<file path="src/hdl/dbf_pkg.sv">
// Shared constants and carrier types of the byte-wide input path
package dbf_pkg;
  // Bus and sample geometry
  localparam int BYTE_W = 8;
  localparam int CHAN_W = 16;
  localparam int SAMPLE_W = 2 * CHAN_W;
  localparam int BYTES_PER_SAMPLE = 4;
  localparam int BYTE_IDX_W = 2;
  // Elastic buffer geometry and pointer reset positions
  localparam int BUF_DEPTH = 8;
  localparam int PTR_W = 3;
  localparam logic [2:0] WR_PTR_RESET = 3'h0;
  localparam logic [2:0] RD_PTR_RESET_DEFAULT = 3'h4;
  // Pointer proximity thresholds, in addresses
  localparam logic [2:0] GAP_TWO = 3'h2;
  localparam logic [2:0] GAP_ONE = 3'h1;
  // Pattern checker key length and auto-clear run length
  localparam int KEY_WORDS = 8;
  localparam logic [6:0] GOOD_RUN = 7'h40;
  // Clock monitor: stopped input clock, in conversion clock cycles
  localparam int CLK_LOST_CYCLES = 4;
  localparam int IDLE_W = 3;
  // Output divider width for the interpolation factor
  localparam int INTERP_W = 3;
  // Mid-scale code for two's complement channel data
  localparam logic [15:0] MID_SCALE = 16'h0000;

  // One assembled I/Q sample
  typedef struct packed {
    logic [15:0] i;
    logic [15:0] q;
  } dbf_sample_type;

  // Pointer proximity alarms
  typedef struct packed {
    logic gap_two;
    logic gap_one;
    logic collision;
  } dbf_fifo_alarm_type;

  // Clock monitor alarms
  typedef struct packed {
    logic clock_lost;
    logic output_muted;
  } dbf_clock_alarm_type;
endpackage : dbf_pkg

</file>
<file path="src/hdl/dbf_input_path.sv">
// Byte-wide DDR receive path with elastic buffer, alarms, pattern checker and clock monitor
// Functional notes
// - 8-bit bus carries two 16-bit samples
// - Byte on both edges; four make I/Q
// - Frame marker sampled on rising edges only
// - Buffer holds eight two-channel samples
// - Write/read at pointers, read per output tick
// - Reset: write pointer 0, read at offset
// - Read reset position set by 3-bit field
// - Frame marker rise resets both pointers
// - Resync disabled: only first frame resets
// - Gap-two, gap-one and collision alarms
// - Alarms shown in status and alarm pin
// - Buffer enable off selects direct bypass
// - Bypass: pointers do not affect data
// - Pattern check mutes analog outputs
// - Eight-word key, first word at frame
// - Per-word mismatch bits set pattern alarm
// - Pattern alarm sticky, or 64-good auto-clear
// - Clock lost after four idle cycles
// - Clock loss sets lost and muted; mid-scale
// - Masks gate clock alarms at the pin only; enables disable them
// - Clock alarms cleared only by their clear inputs
`timescale 1ns/1ps
module dbf_input_path #(
  parameter int DEPTH = dbf_pkg::BUF_DEPTH,
  parameter int LOST_CYCLES = dbf_pkg::CLK_LOST_CYCLES
) (
  // Clock and reset
  input wire logic mclk,
  input wire logic resetn,
  // Link from the data source
  input wire logic input_sample_clock,
  input wire logic [7:0] data_byte,
  input wire logic frame_marker,
  // Buffer configuration
  input wire logic buffer_enable,
  input wire logic pointer_resync_enable,
  input wire logic multi_sync_enable,
  input wire logic [2:0] read_pointer_offset,
  input wire logic [dbf_pkg::INTERP_W-1:0] interp_factor,
  // Pattern checker configuration
  input wire logic pattern_check_enable,
  input wire logic good_sample_auto_clear_enable,
  input wire logic pattern_alarm_clear,
  input wire logic [dbf_pkg::KEY_WORDS-1:0][dbf_pkg::SAMPLE_W-1:0] pattern_key,
  // Clock monitor configuration
  input wire logic clock_lost_enable,
  input wire logic output_muted_enable,
  input wire logic clock_lost_mask,
  input wire logic output_muted_mask,
  input wire logic clock_lost_clear,
  input wire logic output_muted_clear,
  // Output stream to the conversion logic
  input wire logic transmit_gate,
  output dbf_pkg::dbf_sample_type out_sample,
  output logic out_valid,
  input wire logic out_ready,
  output logic analog_enable,
  // Status
  output dbf_pkg::dbf_fifo_alarm_type fifo_alarm,
  output logic pattern_error_alarm,
  output logic [dbf_pkg::KEY_WORDS-1:0] pattern_mismatch,
  output dbf_pkg::dbf_clock_alarm_type clock_alarm,
  output logic alarm_or_serial_out_pin
);
  // Ring distance between two pointers, whichever way round
  function automatic logic [2:0] ptr_distance(input logic [2:0] a, input logic [2:0] b);
    logic [2:0] fwd;
    logic [2:0] back;
    fwd = a - b;
    back = b - a;
    ptr_distance = (fwd < back) ? fwd : back;
  endfunction : ptr_distance

  // Link capture registers
  logic isc_q;
  logic isc_prev_q;
  logic [7:0] byte_q;
  logic frame_in_q;
  logic frame_s_q;
  logic isc_rise;
  logic isc_edge;
  logic frame_start;
  // Assembly
  logic [dbf_pkg::BYTE_IDX_W-1:0] byte_idx_q;
  logic [dbf_pkg::BYTE_IDX_W-1:0] byte_idx_use;
  logic [dbf_pkg::SAMPLE_W-1:0] asm_q;
  logic first_pending_q;
  dbf_pkg::dbf_sample_type sample_q;
  logic sample_done_q;
  logic sample_first_q;
  logic first_frame_seen_q;
  // Elastic buffer
  dbf_pkg::dbf_sample_type mem_q [DEPTH];
  logic [dbf_pkg::PTR_W-1:0] wr_ptr_q;
  logic [dbf_pkg::PTR_W-1:0] rd_ptr_q;
  dbf_pkg::dbf_sample_type bypass_q;
  logic ptr_reset;
  logic [2:0] gap;
  // Output tick and handoff
  logic [dbf_pkg::INTERP_W-1:0] div_cnt_q;
  logic out_tick_q;
  logic buf_in_ready;
  logic push;
  dbf_pkg::dbf_sample_type push_data;
  // Pattern checker
  logic [2:0] key_idx_q;
  logic [2:0] key_idx_use;
  logic [6:0] good_cnt_q;
  logic word_bad;
  logic check_now;
  logic auto_clear;
  // Clock monitor
  logic [dbf_pkg::IDLE_W-1:0] idle_cnt_q;
  logic clk_stopped;

  // Clock level and byte are registered together, so the byte seen at a level change is the edge's byte
  always_ff @(posedge mclk) begin
    if (!resetn) begin
      isc_q <= 1'b0;
      isc_prev_q <= 1'b0;
      byte_q <= 8'h00;
      frame_in_q <= 1'b0;
    end else begin
      isc_q <= input_sample_clock;
      isc_prev_q <= isc_q;
      byte_q <= data_byte;
      frame_in_q <= frame_marker;
    end
  end

  assign isc_rise = isc_q & ~isc_prev_q;
  assign isc_edge = isc_q ^ isc_prev_q;
  assign frame_start = isc_rise & frame_in_q & ~frame_s_q;

  // Frame marker is looked at only on rising input clock edges
  always_ff @(posedge mclk) begin
    if (!resetn) begin
      frame_s_q <= 1'b0;
    end else if (isc_rise) begin
      frame_s_q <= frame_in_q;
    end
  end

  // A frame start forces the byte onto the first slot of a new sample
  assign byte_idx_use = frame_start ? '0 : byte_idx_q;

  // Byte assembly: I high, I low, Q high, Q low
  always_ff @(posedge mclk) begin
    if (!resetn) begin
      byte_idx_q <= '0;
      asm_q <= '0;
      first_pending_q <= 1'b0;
      sample_q <= '0;
      sample_done_q <= 1'b0;
      sample_first_q <= 1'b0;
    end else begin
      sample_done_q <= 1'b0;
      if (isc_edge) begin
        byte_idx_q <= byte_idx_use + 2'h1;
        asm_q[dbf_pkg::SAMPLE_W-1-8*byte_idx_use -: 8] <= byte_q;
        if (frame_start) begin
          first_pending_q <= 1'b1;
        end
        if (byte_idx_use == 2'h3) begin
          sample_q <= {asm_q[dbf_pkg::SAMPLE_W-1:8], byte_q};
          sample_done_q <= 1'b1;
          sample_first_q <= first_pending_q;
          first_pending_q <= 1'b0;
        end
      end
    end
  end

  // After the first frame, further frames reset pointers only when resync is on
  assign ptr_reset = frame_start & (pointer_resync_enable | ~first_frame_seen_q);

  always_ff @(posedge mclk) begin
    if (!resetn) begin
      first_frame_seen_q <= 1'b0;
    end else if (frame_start) begin
      first_frame_seen_q <= 1'b1;
    end
  end

  // Output clock enable: conversion clock divided by interpolation
  always_ff @(posedge mclk) begin
    if (!resetn) begin
      div_cnt_q <= '0;
      out_tick_q <= 1'b0;
    end else if (div_cnt_q + 3'h1 >= interp_factor) begin
      div_cnt_q <= '0;
      out_tick_q <= 1'b1;
    end else begin
      div_cnt_q <= div_cnt_q + 3'h1;
      out_tick_q <= 1'b0;
    end
  end

  // Buffer storage, written at the write pointer
  always_ff @(posedge mclk) begin
    if (sample_done_q && buffer_enable) begin
      mem_q[wr_ptr_q] <= sample_q;
    end
  end

  // Bypass holds the latest sample for a direct handoff
  always_ff @(posedge mclk) begin
    if (!resetn) begin
      bypass_q <= '0;
    end else if (sample_done_q) begin
      bypass_q <= sample_q;
    end
  end

  // A read stalls while the downstream buffer is full, so no word is lost there
  assign push = out_tick_q & buf_in_ready;

  // Pointers wrap modulo eight; in bypass only a frame start reset moves them
  always_ff @(posedge mclk) begin
    if (!resetn) begin
      wr_ptr_q <= dbf_pkg::WR_PTR_RESET;
      rd_ptr_q <= read_pointer_offset;
    end else if (ptr_reset) begin
      wr_ptr_q <= dbf_pkg::WR_PTR_RESET;
      rd_ptr_q <= read_pointer_offset;
    end else if (buffer_enable) begin
      if (sample_done_q) begin
        wr_ptr_q <= wr_ptr_q + 3'h1;
      end
      if (push) begin
        rd_ptr_q <= rd_ptr_q + 3'h1;
      end
    end
  end

  // Muted output carries mid-scale; bypass ignores the pointers entirely
  always_comb begin
    if (clock_alarm.output_muted) begin
      push_data = '{i: dbf_pkg::MID_SCALE, q: dbf_pkg::MID_SCALE};
    end else if (buffer_enable) begin
      push_data = mem_q[rd_ptr_q];
    end else begin
      push_data = bypass_q;
    end
  end

  dbf_skid_buffer #(
    .WIDTH(dbf_pkg::SAMPLE_W)
  ) u_out_buffer (
    .mclk(mclk),
    .resetn(resetn),
    .in_valid(out_tick_q),
    .in_data(push_data),
    .in_ready(buf_in_ready),
    .out_valid(out_valid),
    .out_data(out_sample),
    .out_ready(out_ready)
  );

  // Proximity alarms follow the pointers live; silent in bypass
  assign gap = ptr_distance(wr_ptr_q, rd_ptr_q);
  always_ff @(posedge mclk) begin
    if (!resetn) begin
      fifo_alarm <= '0;
    end else begin
      fifo_alarm.gap_two <= buffer_enable & (gap <= dbf_pkg::GAP_TWO);
      fifo_alarm.gap_one <= buffer_enable & (gap <= dbf_pkg::GAP_ONE);
      fifo_alarm.collision <= buffer_enable & (gap == 3'h0);
    end
  end

  // Key word selection restarts at the sample that carried the frame start
  assign key_idx_use = sample_first_q ? 3'h0 : key_idx_q;
  assign check_now = sample_done_q & pattern_check_enable & (first_frame_seen_q | sample_first_q);
  assign word_bad = sample_q != pattern_key[key_idx_use];
  assign auto_clear = good_sample_auto_clear_enable & check_now & ~word_bad &
    (good_cnt_q + 7'h1 >= dbf_pkg::GOOD_RUN);

  always_ff @(posedge mclk) begin
    if (!resetn) begin
      key_idx_q <= 3'h0;
      good_cnt_q <= 7'h00;
    end else if (check_now) begin
      key_idx_q <= key_idx_use + 3'h1;
      good_cnt_q <= (word_bad || auto_clear) ? 7'h00 : good_cnt_q + 7'h1;
    end
  end

  // Mismatch bits and alarm are sticky; a new error wins over a clear
  always_ff @(posedge mclk) begin
    if (!resetn) begin
      pattern_mismatch <= '0;
      pattern_error_alarm <= 1'b0;
    end else if (check_now && word_bad) begin
      pattern_mismatch[key_idx_use] <= 1'b1;
      pattern_error_alarm <= 1'b1;
    end else if (pattern_alarm_clear || auto_clear) begin
      pattern_mismatch <= '0;
      pattern_error_alarm <= 1'b0;
    end
  end

  // Count conversion cycles without any input clock edge
  always_ff @(posedge mclk) begin
    if (!resetn) begin
      idle_cnt_q <= '0;
    end else if (isc_edge) begin
      idle_cnt_q <= '0;
    end else if (!clk_stopped) begin
      idle_cnt_q <= idle_cnt_q + 3'h1;
    end
  end

  assign clk_stopped = idle_cnt_q >= 3'(LOST_CYCLES);

  // Clock alarms stay until cleared; while the clock is still missing the set wins over a clear in the same cycle
  always_ff @(posedge mclk) begin
    if (!resetn) begin
      clock_alarm <= '0;
    end else begin
      if (clk_stopped && clock_lost_enable) begin
        clock_alarm.clock_lost <= 1'b1;
      end else if (clock_lost_clear) begin
        clock_alarm.clock_lost <= 1'b0;
      end
      if (clk_stopped && output_muted_enable) begin
        clock_alarm.output_muted <= 1'b1;
      end else if (output_muted_clear) begin
        clock_alarm.output_muted <= 1'b0;
      end
    end
  end

  // Analog gate and shared alarm pin
  always_ff @(posedge mclk) begin
    if (!resetn) begin
      analog_enable <= 1'b0;
      alarm_or_serial_out_pin <= 1'b0;
    end else begin
      analog_enable <= transmit_gate & ~pattern_check_enable & ~clock_alarm.output_muted;
      alarm_or_serial_out_pin <= (|fifo_alarm) | pattern_error_alarm |
        (clock_alarm.clock_lost & ~clock_lost_mask) |
        (clock_alarm.output_muted & ~output_muted_mask);
    end
  end
endmodule : dbf_input_path

</file>
<file path="src/hdl/dbf_skid_buffer.sv">
// Two-entry buffer with valid and ready on both sides
`timescale 1ns/1ps
module dbf_skid_buffer #(
  parameter int WIDTH = 32
) (
  // Clock and reset
  input wire logic mclk,
  input wire logic resetn,
  // Filling side
  input wire logic in_valid,
  input wire logic [WIDTH-1:0] in_data,
  output logic in_ready,
  // Draining side
  output logic out_valid,
  output logic [WIDTH-1:0] out_data,
  input wire logic out_ready
);
  logic [WIDTH-1:0] head_q;
  logic [WIDTH-1:0] tail_q;
  logic head_v_q;
  logic tail_v_q;
  logic push;
  logic pop;

  // Ready only depends on the spare entry, so no combinational path from out_ready
  assign in_ready = ~tail_v_q;
  assign out_valid = head_v_q;
  assign out_data = head_q;
  assign push = in_valid & ~tail_v_q;
  assign pop = head_v_q & out_ready;

  // Head and tail update
  always_ff @(posedge mclk) begin
    if (!resetn) begin
      head_q <= '0;
      tail_q <= '0;
      head_v_q <= 1'b0;
      tail_v_q <= 1'b0;
    end else if (pop) begin
      if (tail_v_q) begin
        head_q <= tail_q;
        tail_v_q <= push;
        if (push) begin
          tail_q <= in_data;
        end
      end else begin
        head_v_q <= push;
        if (push) begin
          head_q <= in_data;
        end
      end
    end else if (push) begin
      if (!head_v_q) begin
        head_q <= in_data;
        head_v_q <= 1'b1;
      end else begin
        tail_q <= in_data;
        tail_v_q <= 1'b1;
      end
    end
  end
endmodule : dbf_skid_buffer

</file>
<file path="config.mk">
export PLATFORM = sky130hd
export DESIGN_NAME = dbf_input_path
export DESIGN_NICKNAME = d
export VERILOG_FILES = /design/src/hdl/dbf_pkg.sv /design/src/hdl/dbf_input_path.sv /design/src/hdl/dbf_skid_buffer.sv
export SDC_FILE = /design/constraint.sdc
export NUM_CORES = 1
export LEC_CHECK = 0
export BUFFER_PORTS_ARGS = -buffer_cell sky130_fd_sc_hd__buf_2
export CORE_MARGIN = 2
export CORE_UTILIZATION = 61
export CTS_CLUSTER_DIAMETER = 60
export DETAILED_ROUTE_END_ITERATION = 7
export HOLD_SLACK_MARGIN = 0.15
export PLACE_DENSITY = 0.91
export SYNTH_ARGS = -nofsm -noshare
export SYNTH_HDL_FRONTEND = slang
export SYNTH_SLANG_ARGS = --single-unit
</file>
<file path="constraint.sdc">
create_clock -name mclk -period 9.93 [get_ports mclk]
set_clock_uncertainty 0.2 [all_clocks]
set_input_delay 0.993 -clock mclk [delete_from_list [all_inputs] [get_ports mclk]]
set_output_delay 0.993 -clock mclk [all_outputs]
set_load 0.05 [all_outputs]
</file>
==> results.ini <==
[finish]
final_cell_mix=buf_2 (334), edfxtp_1 (259), dfxtp_1 (204), mux2i_1 (138), nand2_1 (130)
drive_gt1_share_pct=29.09
final_common_cell=buf_2
utilization_pct=72.09
final-seq-area_um2=12020
design_area_um2=24900
num-nets-final=2266
multi_input_area_um2=8765
area_growth_pct=16.47
nFillCells=2173

[yosys]
synth_nets=1982
synth_compound_area_share_pct=11.53
ys_ff_latch=470
ys_types=64
synth-xor-area-share_pct=0.4506
yosys.area_share.simple_pct=11.03
synth-edff-count=259
ys_seq_area_share_pct=56.13
synth_top_family_by_area=multiplexers
synthFlopType=edfxtp_1
synth_area_per_cell_um2=12.78
yosysWarnings=0
muxShareOfSynthArea_pct=16.42
syn_area_um2=21380
synth-adder-area-share_pct=1.299
ys_async_sr_fraction_pct=0
postSynthCellCount=1673

[global_routing]
grt_pass1_wl_um=91850
grt.total_usage_pct=33.33
grt-ovfl-total=0
grt_max_degree=121
grt_pass1_vias=16239
antenna_found_initial=4

[clock_network]
hold_buffers=0
cts_resized=0
cts_buffers=45
cts_tree=done
clock_insertion_delay_worst_skew_ns=0.56
cts_setup_buffers=0
htreeDepth=2
clk_path_buf_depth=3
cts_root_buffer=clkbuf_16
cts.sink_count=470
path_clk_slew_ns=0.07

[timing]
max_freq_ghz=0.1971
whs_ns=0.2659
layout_setup_ws_ns=4.855
drv_slew=0
worst_pin_slew_ns=1.301
slew_headroom_pct=13.27
period_minus_slack_ns=5.075
hold_viol_final=0
rsz0062_at_grt=no
final.setup.tns_ns=0
setup_violations=0
fin_crit_sh_pct=51.10

[die]
start_util_pct=61.90
die_h_um=191.2
die_x_um=191.2
ios=337
dieArea_um2=36560
num_rows=68
core_um2=34540

[drt]
drc=0
dr.first_iter.drc_count=1701
totalWireLength_um=61140
drt_first_pass_iters=6
ant_nets=0
wl_per_cell_um=24.91
via_count=16097
drt-vias-per-instance=6.559

[critical_path]
worstSetupStartpointType=flip-flop
worst-r2r-setup-slack_ns=4.86
critPathMaxStageDelay_ns=0.94
cp-startpoint=key_idx_q[0]
critical_path_class=reg2reg
r2r_cells=9
critPathRequiredTime_ns=10.22
crit_chain=buf_4 > mux2i_1 > a22oi_1 > nand4_1 > a211oi_1 > nand4_1 > or4_1 > or4b_1 > a21boi_1
cp_slowest_cell=dfxtp_4
worst_setup_path_end_kind=flip-flop
cp.arrival_ns=5.36
worstPathMaxFanout=71
r2r-start=key_idx_q[0]
crit_top_cell=nand4_1
timing.rr.end=good_cnt_q[0]

[power]
p_leak_nw=9.455
power_density_nw_per_um2=192.8
vdd_drop_max_mv=0.1819

[hold_path]
hold_depth=2
hp-class=reg2reg
hold_start=u_out_buffer.tail_q[25]
hold_end=u_out_buffer.tail_q[25]

[placed_design]
numPortBuffers=335
hpwl_um=39420
post_dp_cell_area_um2=23310
gp_congestion=0.9453
dp_slack_ns=5.035

[run_status]
status=completed

[run]
maxCapViolCount=0

[worst max-delay path: cells and delay by family, from the launching register on]
kind	cells	cell delay, ns
compound gates	3	1.23
buf+inv	1	0.59
flops	1	0.94
mux	1	0.20
simple gates	4	1.75
[Yosys cell counts, drive strengths merged (5+ instances only)]
cell type | n | area share (%)
edfxtp | 259 | 36
dfxtp | 211 | 20
mux2i | 138 | 6.5
nand2 | 130 | 2.3
nor2 | 91 | 1.6
mux4 | 81 | 8.5
clkbuf | 71 | 1.2
nor2b | 62 | 1.8
buf | 50 | 1.4
a22oi | 40 | 1.4
a211oi | 38 | 1.3
a21boi | 37 | 1.3
nor3b | 34 | 1.2
a22o | 33 | 1.4
o211a | 33 | 1.5
o21ai | 29 | 0.68
mux2 | 27 | 1.4
nand4 | 27 | 0.79
inv | 26 | 0.46
nand3 | 22 | 0.52
a31o | 21 | 0.86
and2 | 20 | 0.59
a2bb2oi | 19 | 0.78
ha | 19 | 1.1
o22ai | 18 | 0.53
nor4 | 17 | 0.50
o21a | 15 | 0.53
nor3 | 14 | 0.33
or2 | 11 | 0.32
o31a | 9 | 0.37
a21oi | 8 | 0.19
and3 | 7 | 0.20
nand2b | 7 | 0.20
xor2 | 6 | 0.25
xnor2 | 5 | 0.20
[per-stage QoR]
step,power [W],instances
2_1_floorplan,0.002765,1673
4_1_cts,0.004803,2449
3_5_place_dp,0.002999,2365
5_1_grt,0.004931,2453
6_report,0.004801,2454
3_3_place_gp,0.002973,2365
[flip-flops by register name (all words and copies together), names as in the netlist, 3 cells and up, named ones only]
signal and count:
pattern_mismatch 8, u_out_buffer.tail_q 32, key_idx_q 3, fifo_alarm 3, mem_q 256, div_cnt_q 3
asm_q 24, idle_cnt_q 3, good_cnt_q 7, wr_ptr_q 3, sample_q 32, u_out_buffer.out_data 32
rd_ptr_q 3, bypass_q 32, byte_q 8
[routing by layer]
layer,up-vias,routed length (µm),GRT usage [%]
met2,1084,30080,56.55
met5,-,0,0
li1,6959,-,-
met1,7814,21580,39.37
met3,240,5551,5.581
met4,0,3926,21.45
[worst max path at each step]
stage,cells past startpoint,end,slack [ns]
after global routing,9,good_cnt_q[0],4.55
after CTS,9,good_cnt_q[0],4.97
after global placement,9,good_cnt_q[0],5.16
final,9,good_cnt_q[0],4.86
after detailed placement,9,good_cnt_q[0],5.04
after floorplan,4,mem_q[1][0],5.38
[power by group]
part	internal, W	switching [W]	total (W)
Sequential	0.00211	0.0000927	0.00220
Clock	0.00109	0.000736	0.00183
Combinational	0.000291	0.000478	0.000769
Total	0.00349	0.00131	0.00480
[cell type report]
cell class | count | area share [%]
diodes | 5 | 0.05025
clock buffers | 59 | 4.984
clock inverters | 25 | 1.362
inverters | 28 | 0.4221
multi-input cells | 1054 | 35.20
flip-flops and latches | 470 | 48.26
well taps | 455 | 2.286
repair buffers | 358 | 7.436
[kinds of logic (layout without fill, tap and decap cells)]
family | after synthesis | in the layout
flops | 470 | 470
simple gates | 459 | 459
compound gates | 317 | 317
mux | 246 | 246
buf+inv | 149 | 470
fa+ha+maj | 21 | 21
xor+xnor | 11 | 11
other cells | 0 | 5
(Power assumes the default switching activity.)
